==> src/rtl/bmsd_defs.svh <==
// Purpose: Constants for the boot mode strap decoder
// Assumes: Straps are stable while power-on reset is asserted
// Notes: Timing counts assume the 4 ns clock
`ifndef BMSD_DEFS_SVH
`define BMSD_DEFS_SVH
`define BMSD_STRAP_W       5
`define BMSD_CFG_TIMEOUT_NS 1000
`define BMSD_CLK_NS        4
`define BMSD_CFG_TIMEOUT_CYC ((`BMSD_CFG_TIMEOUT_NS + `BMSD_CLK_NS - 1) / `BMSD_CLK_NS)
`define BMSD_SYNC_BANK     3'h4
`define BMSD_ASYNC_BANK    3'h0
`endif

==> src/rtl/bmsd_pkg.sv <==
// Purpose: Types for the boot mode strap decoder
// Assumes: Included constants header
// Notes: Source codes are shared by decoder and top
package bmsd_pkg;
    typedef enum logic [3:0] {
        BMSD_SRC_NONE   = 4'h0,
        BMSD_SRC_NAND   = 4'h1,
        BMSD_SRC_XMODEM = 4'h2,
        BMSD_SRC_EEPROM = 4'h3,
        BMSD_SRC_AROM   = 4'h4,
        BMSD_SRC_SFLASH = 4'h5,
        BMSD_SRC_SROM   = 4'h6
    } bmsd_src_e;

    typedef struct packed {
        logic nand_width_strap;
        logic media_type_strap;
        logic bus_width_strap_hi;
        logic bus_width_strap_lo;
        logic internal_boot_strap;
    } bmsd_strap_s;

    typedef struct packed {
        bmsd_src_e   src;
        logic        internal;
        logic [5:0]  width_bits;
        logic [2:0]  addr_bytes;
        logic [2:0]  bank_at_zero;
        logic        undefined;
        logic        invalid;
    } bmsd_cfg_s;
endpackage : bmsd_pkg

==> src/rtl/bmsd_decode.sv <==
// Purpose: Pure decode of latched straps into a boot configuration
// Assumes: Input is already latched and stable
// Notes: Combinational only
`timescale 1ns/10ps
`include "bmsd_defs.svh"
module bmsd_decode (
    input  wire bmsd_pkg::bmsd_strap_s strap_i,
    output bmsd_pkg::bmsd_cfg_s        cfg_o
);
    import bmsd_pkg::*;

    // Table decode; everything not assigned stays NONE
    always_comb begin
        logic [1:0] w;
        w   = {strap_i.bus_width_strap_hi, strap_i.bus_width_strap_lo};
        cfg_o              = '0;
        cfg_o.src          = BMSD_SRC_NONE;
        cfg_o.internal     = strap_i.internal_boot_strap;
        cfg_o.bank_at_zero = `BMSD_ASYNC_BANK;
        if (strap_i.internal_boot_strap) begin
            if (!strap_i.media_type_strap && w != 2'h3) begin
                cfg_o.src        = BMSD_SRC_NAND;
                cfg_o.width_bits = strap_i.nand_width_strap ? 6'h10 : 6'h08;
                cfg_o.addr_bytes = 3'h3 + {1'b0, w};
            end else if (!strap_i.nand_width_strap && strap_i.media_type_strap
                         && w == 2'h0) begin
                cfg_o.src        = BMSD_SRC_XMODEM;
            end else if (!strap_i.nand_width_strap && strap_i.media_type_strap
                         && w == 2'h1) begin
                cfg_o.src        = BMSD_SRC_EEPROM;
            end else begin
                cfg_o.undefined  = 1'b1;
            end
        end else if (!strap_i.media_type_strap) begin
            cfg_o.src = BMSD_SRC_AROM;
            if (w == 2'h0) begin
                cfg_o.width_bits = 6'h08;
            end else if (w == 2'h1) begin
                cfg_o.width_bits = 6'h10;
            end else if (w == 2'h2) begin
                cfg_o.width_bits = 6'h20;
            end else begin
                cfg_o.src     = BMSD_SRC_NONE;
                cfg_o.invalid = 1'b1;
            end
        end else begin
            cfg_o.src          = w[0] ? BMSD_SRC_SROM : BMSD_SRC_SFLASH;
            cfg_o.width_bits   = w[1] ? 6'h20 : 6'h10;
            cfg_o.bank_at_zero = `BMSD_SYNC_BANK;
        end
    end
endmodule : bmsd_decode

==> src/rtl/bmsd_top.sv <==
// Purpose: Latch boot straps, decode boot source, hold processor until setup done or the setup wait times out
// Assumes: Straps stable during reset; sync controller reports setup completion
// Notes: Config request goes out for sync ROM always, for sync flash when enabled
`timescale 1ns/10ps
`include "bmsd_defs.svh"
module bmsd_top (
    input  wire logic                   clk_i,
    input  wire logic                   rst_b_i,
    input  wire logic                   nand_width_strap_i,
    input  wire logic                   media_type_strap_i,
    input  wire logic                   bus_width_strap_hi_i,
    input  wire logic                   bus_width_strap_lo_i,
    input  wire logic                   internal_boot_strap_i,
    input  wire logic                   sflash_cfg_en_i,
    input  wire logic                   sync_cfg_done_i,
    output bmsd_pkg::bmsd_cfg_s         boot_cfg_o,
    output logic                        strap_valid_o,
    output logic                        sync_cfg_req_o,
    output logic                        cpu_release_o,
    output logic                        cfg_timeout_o
);
    import bmsd_pkg::*;

    typedef enum logic [1:0] {
        BMSD_ST_SAMPLE = 2'h0,
        BMSD_ST_DECODE = 2'h1,
        BMSD_ST_CONFIG = 2'h3,
        BMSD_ST_RUN    = 2'h2
    } bmsd_state_e;

    logic [4:0]  sync1_ff, sync2_ff, nxt_sync1, nxt_sync2;
    bmsd_strap_s strap_ff, nxt_strap;
    bmsd_cfg_s   dec_cfg, cfg_ff, nxt_cfg;
    bmsd_state_e state_ff, nxt_state;
    logic [9:0]  tmo_ff, nxt_tmo;
    logic        tout_ff, nxt_tout;
    logic        need_cfg;

    // Pins cross into clock domain through two flops
    always_comb begin
        nxt_sync1 = {nand_width_strap_i, media_type_strap_i, bus_width_strap_hi_i,
                     bus_width_strap_lo_i, internal_boot_strap_i};
        nxt_sync2 = sync1_ff;
    end

    // No reset on the synchroniser: it keeps sampling while reset is held, so the
    // pins are through both stages by the time capture happens at release
    always_ff @(posedge clk_i) begin
        sync1_ff <= nxt_sync1;
        sync2_ff <= nxt_sync2;
    end

    bmsd_decode u_dec (
        .strap_i (strap_ff),
        .cfg_o   (dec_cfg)
    );

    // Flash gets setup only when enabled; ROM always needs it
    assign need_cfg = (cfg_ff.src == BMSD_SRC_SROM) ||
                      (cfg_ff.src == BMSD_SRC_SFLASH && sflash_cfg_en_i);

    // Sequencer: capture once, decode, configure, release
    always_comb begin
        nxt_state = state_ff;
        nxt_strap = strap_ff;
        nxt_cfg   = cfg_ff;
        nxt_tmo   = tmo_ff;
        nxt_tout  = tout_ff;
        case (state_ff)
            BMSD_ST_SAMPLE: begin
                nxt_strap = bmsd_strap_s'(sync2_ff);
                nxt_state = BMSD_ST_DECODE;
            end
            BMSD_ST_DECODE: begin
                nxt_cfg   = dec_cfg;
                nxt_state = BMSD_ST_CONFIG;
            end
            BMSD_ST_CONFIG: begin
                // Timeout stops a dead controller from hanging boot forever
                if (!need_cfg || sync_cfg_done_i) begin
                    nxt_state = BMSD_ST_RUN;
                end else if (tmo_ff == 10'(`BMSD_CFG_TIMEOUT_CYC)) begin
                    nxt_tout  = 1'b1;
                    nxt_state = BMSD_ST_RUN;
                end else begin
                    nxt_tmo = tmo_ff + 10'h001;
                end
            end
            default: begin
                nxt_state = BMSD_ST_RUN;
            end
        endcase
    end

    // Registers; strap and config never reload after leaving reset
    always_ff @(posedge clk_i or negedge rst_b_i) begin
        if (!rst_b_i) begin
            strap_ff <= '0;
            cfg_ff   <= '0;
            state_ff <= BMSD_ST_SAMPLE;
            tmo_ff   <= 10'h000;
            tout_ff  <= 1'b0;
        end else begin
            strap_ff <= nxt_strap;
            cfg_ff   <= nxt_cfg;
            state_ff <= nxt_state;
            tmo_ff   <= nxt_tmo;
            tout_ff  <= nxt_tout;
        end
    end

    // Outputs
    assign boot_cfg_o     = cfg_ff;
    assign strap_valid_o  = (state_ff == BMSD_ST_CONFIG) || (state_ff == BMSD_ST_RUN);
    assign sync_cfg_req_o = (state_ff == BMSD_ST_CONFIG) && need_cfg;
    assign cpu_release_o  = (state_ff == BMSD_ST_RUN);
    assign cfg_timeout_o  = tout_ff;

    // Longest setup wait: the counter end point plus the step into RUN
    localparam int cfg_wait_max = `BMSD_CFG_TIMEOUT_CYC + 1;
endmodule : bmsd_top

==> config.mk <==
export PLATFORM = sky130hd
export DESIGN_NAME = bmsd_top
export DESIGN_NICKNAME = d
export VERILOG_FILES = /design/src/rtl/bmsd_pkg.sv /design/src/rtl/bmsd_decode.sv /design/src/rtl/bmsd_top.sv
export VERILOG_INCLUDE_DIRS = /design/src /design/src/rtl
export SDC_FILE = /design/constraint.sdc
export NUM_CORES = 1
export LEC_CHECK = 0
export BUFFER_PORTS_ARGS = -buffer_cell sky130_fd_sc_hd__buf_2
export CAP_MARGIN = 20
export CORE_AREA = 2 2 61 63
export CTS_CLUSTER_DIAMETER = 50
export DETAILED_ROUTE_END_ITERATION = 10
export DIE_AREA = 0 0 63 65
export GPL_TIMING_DRIVEN = 0
export PLACE_DENSITY = 0.75
export RECOVER_POWER = 100
export SYNTH_ARGS = -nofsm -noshare
export SYNTH_HDL_FRONTEND = slang
export SYNTH_SLANG_ARGS = --single-unit
==> constraint.sdc <==
create_clock -name clk_i -period 1.7 [get_ports clk_i]
set_input_delay 0.085 -clock clk_i [delete_from_list [all_inputs] [get_ports clk_i]]
set_output_delay 0.085 -clock clk_i [all_outputs]
set_load 0.1 [all_outputs]
Word-level counts from Yosys, hierarchy flattened --
Cells that the tools add are included.
Storage, ports and cells: output and inout port bits 23, flip-flop bits (word level) 47, input bits 9
Operators by class: reduce and logical (&&, ||, !) cells 16, $add $sub $neg 2, mux-type cells 32, equal/unequal tests 10, bitwise logic cells 2
Operators with widths (number):
- 6-bit two-way mux | 6
- 4-bit two-way mux | 5
- 3-bit two-way mux | 4
- 10-bit by 1-bit adder with 10-bit output, second input constant | 1
- 10-bit by 8-bit == test with 1-bit output, second input constant | 1
- 2-bit two-way mux | 5
- 1-bit two-way mux | 9
- 9-bit two-way mux | 1
- 4-bit by 3-bit == test with 1-bit output, second input constant | 2
- 2-bit == test, second input constant | 3
- 1-bit logical AND | 6
- 2-bit case mux with 3 select lines | 1
- 3-bit AND reduction | 2
- 5-bit two-way mux | 1
- 2-bit by 1-bit == test with 1-bit output, second input constant | 2
- 2-bit logical NOT | 2
- 2-bit by 2-bit adder with 3-bit output, first input constant | 1
- 1-bit logical NOT | 3
- 1-bit logical OR | 3
- 3-bit != test, second input constant | 1
- 2-bit != test, second input constant | 1
- 1-bit NOT | 2

Longest topological paths before layout --
Gate-level depths: netlist of the first run.
depth after elaboration 7, mapped depth 6

Modules after synthesis --
From an unflattened synthesis of the first run, not the netlist that was laid out.
Unflattened totals: cell total of the unflattened synthesis 164, area, all modules 2050.7 um^2
Modules (own cells, without submodules):
- bmsd_top | sequential area each 1126.1 um^2, instances 1, cells each 121, area an instance 1727.9 um^2
- bmsd_decode | sequential area each 0.0 um^2, instances 1, cells each 43, area an instance 322.8 um^2

Worst setup path before layout of the first run --
No wires, ideal clock.
path type register to output, start register cfg_ff, in the netlist boot_cfg_o[17], end output sync_cfg_req_o, data arrival time 2704 ps, slack -1089 ps, stages on the path, launching flop included 3, data required time 1615 ps, buffers on the path 0, cell sequence dfrtp_1 nand3_1 a21oi_1
On the way: longest elaborated chain between the ends 4
Ends and longest elaborated chain:
- start, declared | line bmsd_top.sv:33 | bmsd_cfg_s dec_cfg, cfg_ff, nxt_cfg;
- start signal, assigned | line bmsd_top.sv:105 | cfg_ff <= nxt_cfg;
- 4-bit by 3-bit == test with 1-bit output | line bmsd_top.sv:60 | (cfg_ff.src == BMSD_SRC_SFLASH && sflash_cfg_en_i);
- 1-bit logical AND | line bmsd_top.sv:60
- 1-bit logical OR * | line bmsd_top.sv:59 | assign need_cfg = (cfg_ff.src == BMSD_SRC_SROM) ||
- 1-bit logical AND * | line bmsd_top.sv:115 | assign sync_cfg_req_o = (state_ff == BMSD_ST_CONFIG) && need_cfg;
- end, declared | line bmsd_top.sv:18 | output logic sync_cfg_req_o,
Mark *: on every way between the ends. The rest lies on a longest branch, timed or not.

Final worst setup path of the first run --
start register tmo_ff[0], end register tmo_ff[1]
On the way: longest elaborated chain between the ends 3
Ends and longest elaborated chain:
- start, declared | line bmsd_top.sv:35 | logic [9:0] tmo_ff, nxt_tmo;
- start signal, assigned | line bmsd_top.sv:107 | tmo_ff <= nxt_tmo;
- branches (longest 3 deep; another with 10-bit by 1-bit adder with 10-bit output)
Parallel ways; which one is timed is not known. A chain may end at the register's enable or synchronous reset.

==> impl_results.md, run 1 <==
* Outcome: finished clean
* DRT iter0 DRCs at approximately 70
* Synth cell types at 36
* Sequential fraction of the synthesis area at between 50% and 60%
* WP data required at approximately 2000 ps
* Clk slew on worst S/H paths at around 120 ps
* Mapped Area at roughly 1800 um2
* Hold Vio Cnt, Final at 0
* CP Capture Type: flip-flop
* Crit Path Class: reg2reg
* Leak pwr at between 0.001 and 0.0015 uW
* Worst hold path startpoint: sync_cfg_done_i
* Placeable Area at about 3500 um2
* WHS Path Cells at 5
* DPL Wire Length at between 2 and 2.5 mm
* Ratio of final minimum period to clock period at around 92%
* Via count at approximately 1300
* Dpl ws at 71.4 ps
* RSZ-0062 raised after global routing: no
* Internal at between 1000 and 1500 uW
* Die area at ~4000 um2
* Switching Power at roughly 390 uW
* Port bufs at 25
* Root Buffer: clkbuf_4
* Share of cells above drive strength 1 at between 20 and 30%
* Final wirelength at about 3.3 mm
* Fin crit period at approximately 1600 ps
* Logic pwr share at 6.5%
* CP Max Fanout at 6
* Cells after Synth at 157
* GRT overflow at 0
* Worst hold endpoint: tmo_ff[4]
* Clock Latency Late Sink at ~340 ps
* Nets@finish at 218
* Endpoints failing setup at 0
* Total CTS buffers at 5
* Area contributors post-synth: dfrtp_1, dfxtp_1, ha_1, xnor2_1, nand2_1
* Worst setup SP type: flip-flop
* GPL Wtd Cong at around 0.87
* Final instance area at 2130 um2
* Vias in the first global route at roughly 1200
* #FFs+latches synth at 41
* Final ANT Viol Nets at 0
* Post-synth EDFFs at 0
* Arr. time, crit path at approximately 1800 ps
* Worst-Margin Slew at roughly 730 ps
* Count leader, synth: dfrtp_1
* Slew headroom at between 50 and 60%
* Net Sw Frac at around 25%
* Placed instance count at between 200 and 250
* Chip height at roughly 65 um
* Synth Warn # at 0
* Fmax at around 640 MHz
* Starting Density at 50.6%
* Post-Layout Cell Count at 250
* Routed len/inst at 13.1 um
* Clock Skew at between 5 and 6 ps
* Type of the tightest min-delay check: in2reg
* Area share of the leading cell type in the synthesized netlist at 43.9%
* Largest net degree at the start of global routing at 32
* Syn avg cell area at between 10 and 15 um2
* Ys flop type: dfrtp_1
* Top cells by count, synth: dfrtp_1, nand2_1, o21ai_0
* Number of H-tree levels at 2
* Post-synth ARST share at 75.6%
* Worst r2r path cells at 6
* Post-layout util at 61.0%
* Top Ports at 32
* Area grow syn2layout at 20.7%
* Slew Limit Fails at 0
* DR pass1 iterations at 4
* R2R Setup Slk at about 140 ps
* Largest area contributor in the synthesized netlist: dfrtp_1
* Setup TNS at 0 ps
* Area after DPL at roughly 2000 um2
* Max-Cap Viols at 0
* Site Rows at 22
* Pwr dens at 734 nW/um2
* Maximum vdd drop at between 0.5 and 0.6 mV
* DRC errors left at 0
* Sequential share of power at about 63%
* Vias per std cell at 5.11
* N_diodes at 0
* Worst r2r src: tmo_ff[0]
* Worst r2r dst: tmo_ff[1]
* Tot GR Track Use at between 15 and 20%
* Clk pwr share at between 30% and 40%
* Clock buffer depth at 2
* Sink Count at ~40
* Final setup margin at 144 ps
* Global-route wire length before repair at 5.61 mm
* Initial antenna violation count at 0
* Chip width at ~63 um
* Clock tree from TritonCTS: yes
==> flip-flops by register name, summed over array words and instances, names as in the netlist <==
signal,cells
strap_ff,5
nxt_sync2,5
tmo_ff,10
sync2_ff,5
boot_cfg_o,13
cfg_timeout_o,1
state_ff,2
==> worst max path at each step <==
stage	startpoint	to	slack, ps	depth (start not counted)
after global placement	strap_ff[1]	boot_cfg_o[15]	190	6
after detailed placement	tmo_ff[0]	tmo_ff[1]	70	6
after floorplan	boot_cfg_o[15]	tmo_ff[7]	20	4
after global routing	tmo_ff[0]	tmo_ff[1]	20	6
after CTS	state_ff[1]	sync_cfg_req_o	10	3
final	tmo_ff[0]	tmo_ff[1]	140	6
==> repair_timing <==
action	4_1_cts	5_1_grt
endpoints found under the setup margin	0	10
hold endpoints to repair	36	0
buffers inserted	0	1
hold buffers	6	0
resized for setup	0	5
==> placed cells by master, fill, tap and decap left out, types with 2 or more instances in the layout <==
cell type      Yosys  final
and3_1             4      4
nand2b_1           3      3
mux2i_1            2      2
o41ai_1            2      2
nand2_1           17     17
dfrtp_2            0      3
clkbuf_2           0     17
dfrtp_1           31     27
clkbuf_1           3      4
inv_1              7      7
xnor2_1            9      9
o21ai_0           11     10
nand3b_1           2      2
buf_4              6      6
mux2_2             3      3
ha_1               8      8
a21oi_1            3      2
nand4_1            3      3
clkbuf_4           0      6
dlygate4sd3_1      0      6
buf_2              3      9
nand3_1            6      5
dfxtp_1           10     10
nor2_1             4      4
o31ai_1            4      4
inv_4              0      2
conb_1             1      6
==> metal layers <==
| layer | share of wire, % | vias to the layer above | track usage (%) |
|---|---|---|---|
| met5 | 0 | - | 0 |
| li1 | - | 617 | - |
| met4 | 2.7 | 0 | 10.0 |
| met2 | 49 | 47 | 29.7 |
| met1 | 43 | 603 | 21.3 |
| met3 | 5.3 | 11 | 4.17 |
==> cell families (layout without fill, tap and decap cells) <==
group	Yosys count	count (layout)	synth area share [%]
xor+xnor	9	9	4.46
flops	41	41	55.2
mux	5	5	3.04
fa+ha+maj	8	8	5.66
simple gates	49	49	16.1
buf+inv	19	59	5.52
compound gates	25	25	9.84
other cells	1	6	0.212
==> stage by stage <==
step | power [uW] | hold WS (ps)
3_5_place_dp | 1100 | 160
3_3_place_gp | 1100 | 146
2_1_floorplan | 1070 | -211
5_1_grt | 1650 | 185
6_report | 1570 | 159
4_1_cts | 1590 | 68.5
==> final cells by class <==
| class | instances | area, um2 |
|---|---|---|
| multi-input cells | 102 | 728 |
| plain buffers | 12 | 70.1 |
| fillers | 315 | 1360 |
| clock buffers | 5 | 37.5 |
| clock inverters | 3 | 20.0 |
| inverters | 7 | 26.3 |
| flip-flops and latches | 41 | 983 |
| well taps | 48 | 60.1 |
| repair buffers | 32 | 208 |
==> power groups by stage <==
stage / combinational [uW] / clock (uW) / sequential, uW
final: 101 / 478 / 987
after global routing: 108 / 549 / 989
after CTS: 103 / 499 / 987
after detailed placement: 92.4 / 0 / 1010
after global placement: 91.2 / 0 / 1010
after floorplan: 68.3 / 0 / 1010
==> critical path, stage by stage, from the launching register on <==
cell and delay [ps]:
dfrtp_1 440, inv_1 80, ha_1 160, nor4b_4 260
nand3_2 200, nand2_2 160, mux2i_1 190
Note: power is estimated with default switching activity, not from simulation.
==> run 2: changes to the inputs <==
--- a/config.mk
+++ b/config.mk
@@ -12,7 +12,6 @@
 export CTS_CLUSTER_DIAMETER = 50
 export DETAILED_ROUTE_END_ITERATION = 10
 export DIE_AREA = 0 0 63 65
-export GPL_TIMING_DRIVEN = 0
 export PLACE_DENSITY = 0.75
 export RECOVER_POWER = 100
 export SYNTH_ARGS = -nofsm -noshare
==> constraint.sdc (replaced) <==
create_clock -name clk_i -period 1.5 [get_ports clk_i]
set_input_delay 0.075 -clock clk_i [delete_from_list [all_inputs] [get_ports clk_i]]
set_output_delay 0.075 -clock clk_i [all_outputs]
set_load 0.1 [all_outputs]
==> run 2 against run 1 <==
Net effect:
- via count is 0.70% higher
- non-clock buffer count increased by 3
- count of clock-buffer cells in the layout up 1
- setup slack worse by 120 ps
- sequential share of layout area decreased by 2.3 points
- maximum frequency rose by 5.1%
- final cell count grew 1.2%
- critical endpoint is now boot_cfg_o[15]
- global-route usage is 0.82 points higher
==> impl_results.md, run 2 (synthesized netlist as in run 1, its figures left out) <==
* Final Power at approximately 2000 uW
* Largest net degree at the start of global routing at 32
* Total CTS buffers at 5
* Cell at the slowest stage of the critical path: dfrtp_2
* Starting Density at roughly half
* Post-Layout Cell Count at 253
* Dpl ws at -26.3 ps
* Pwr dens at about 900 nW/um2
* Crit path top cell by count: o21ai_1
* Die area at around 4000 um2
* Global-route wire length before repair at 5.85 mm
* Max incr delay on CP at 480 ps
* Sink Count at between 40 and 50
* Root Buffer: clkbuf_4
* Clock buffer depth at 2
* Cells along the critical path: ha_1, nor4bb_4, o21ai_1, o21ai_1, mux2_2
* Max-Cap Viols at 0
* GRT overflow at 0
* Commonest non-fill, non-tap cell in the layout: dfrtp_1
* Worst setup SP type: flip-flop
* Clk slew on worst S/H paths at approximately 120 ps
* Number of H-tree levels at 2
* Endpoints failing setup at 0
* DRC errors left at 0
* Slew Limit Fails at 0
* Crit Path Class: reg2reg
* Type of the tightest min-delay check: in2reg
* Maximum vdd drop at 0.763 mV
* Most frequent cells in the layout: dfrtp_1, nand2_1, clkbuf_2
* CP Capture Type: flip-flop
* Port bufs at 25
* Final wirelength at about 3.4 mm
* Chip height at between 60 and 70 um
* Clock tree from TritonCTS: yes
* DR pass1 iterations at 4
* Via count at 1287
* Leak pwr at between 0.001 and 0.0015 uW
* Routed len/inst at around 13 um
* Tot GR Track Use at a little under a fifth
* Vias per std cell at between 5 and 6
* Clock Skew at approximately 15 ps
* Top Ports at 32
* Final ANT Viol Nets at 0
* Site Rows at 22
* DPL Wire Length at ~2.4 mm
* CP Max Fanout at 7
* DRT iter0 DRCs at between 70 and 80
* N_diodes at 0
* Final setup margin at 19.2 ps
* Ratio of final minimum period to clock period at 98.7%
* Placed instance count at ~230
* Hold Vio Cnt, Final at 0
* WP data required at between 1500 and 2000 ps
* Fin crit period at around 1500 ps
* RSZ-0062 raised after global routing: yes
* Initial antenna violation count at 0
* Slew headroom at just over 50%
* Area grow syn2layout at 27.7%
* Clock Latency Late Sink at 350 ps
* Arr. time, crit path at about 1700 ps
* Nets@finish at 221
* Max reg flops at 13
* GPL Wtd Cong at a little over 0.8
* Worst-Margin Slew at 746 ps
* Fill cell count at approximately 280
* Placeable Area at around 3500 um2
* Share of cells above drive strength 1 at about a third
* Fmax at 675 MHz
* Outcome: finished clean
* Chip width at 63 um
* Vias in the first global route at 1292
==> run 2: changes by cell type in the layout (fill, tap and decap cells not counted), moves of 2 or more <==
cell / previous run / this run
buf_4: 6 / 12
o21ai_1: 1 / 3
clkbuf_1: 4 / 2
dfrtp_4: 1 / 3
ha_2: 0 / 3
inv_4: 2 / 0
dfrtp_2: 3 / 1
clkbuf_2: 17 / 14
ha_1: 8 / 5
o21ai_0: 10 / 8
==> run 2: worst max-delay path: cells and delay by family (launching register included) <==
kind | cells | cell delay, ps
adders and majority gates | 1 | 230
muxes | 1 | 260
DFF | 1 | 480
AOI/OAI and AO/OA | 2 | 240
and+or+nand+nor | 1 | 170
==> run 2: worst paths after layout <==
check / slack [ps] / from / end / depth (start not counted)
setup / recovery: 20 / strap_ff[1] / boot_cfg_o[15] / 5
hold / removal: 160 / sync_cfg_done_i / tmo_ff[2] / 5
setup reg to reg: 20 / strap_ff[1] / boot_cfg_o[15] / 5
hold reg to reg: 340 / nxt_sync2[0] / sync2_ff[0] / 0
max in group asynchronous: 640 / rst_b_i / boot_cfg_o[16] / 2
min in group asynchronous: 310 / rst_b_i / boot_cfg_o[6] / 2
==> run 2: metal layers <==
metal / share of wire [%] / vias up / global-route usage (%)
met5: 0 / - / 0
met4: 0.60 / 0 / 7.22
met3: 6.0 / 2 / 6.60
met2: 50 / 46 / 29.9
met1: 43 / 619 / 23.0
li1: - / 620 / -
==> run 2: power breakdown <==
group / switching [uW] / internal, uW
Clock: 352 / 449
Sequential: 2.60 / 1110
Combinational: 85.5 / 17.5
Total: 440 / 1580
==> run 2: cell type report <==
| class | count | area (um2) | share of cell area, % |
|---|---|---|---|
| inverter | 7 | 26.3 | 1.16 |
| multi-input combinational | 102 | 768 | 34.0 |
| sequential | 41 | 988 | 43.8 |
| clock inverter | 2 | 35.0 | 1.55 |
| timing repair buffer | 47 | 317 | 14.0 |
| tap | 48 | 60.1 | 2.66 |
| clock buffer | 6 | 62.6 | 2.77 |
==> run 2: metrics by stage <==
step | hold slack, ps | setup TNS [ps] | cell area (um2) | util (%)
floorplan | -221 | -1240 | 1810 | -
global placement | 134 | 0 | 2020 | 57.9
detailed placement | 152 | -27.8 | 2020 | 57.9
CTS | 197 | 0 | 2210 | 63.3
global route | 187 | -560 | 2260 | 64.6
finish | 164 | 0 | 2260 | 64.6
==> run 2: repair_timing <==
action,4_1_cts,5_1_grt
buffers inserted,2,2
pin swaps,0,4
gates resized for setup,5,11
hold buffers,6,0
gates cloned,0,1
hold endpoints to repair,36,0
endpoints found under the setup margin,4,12
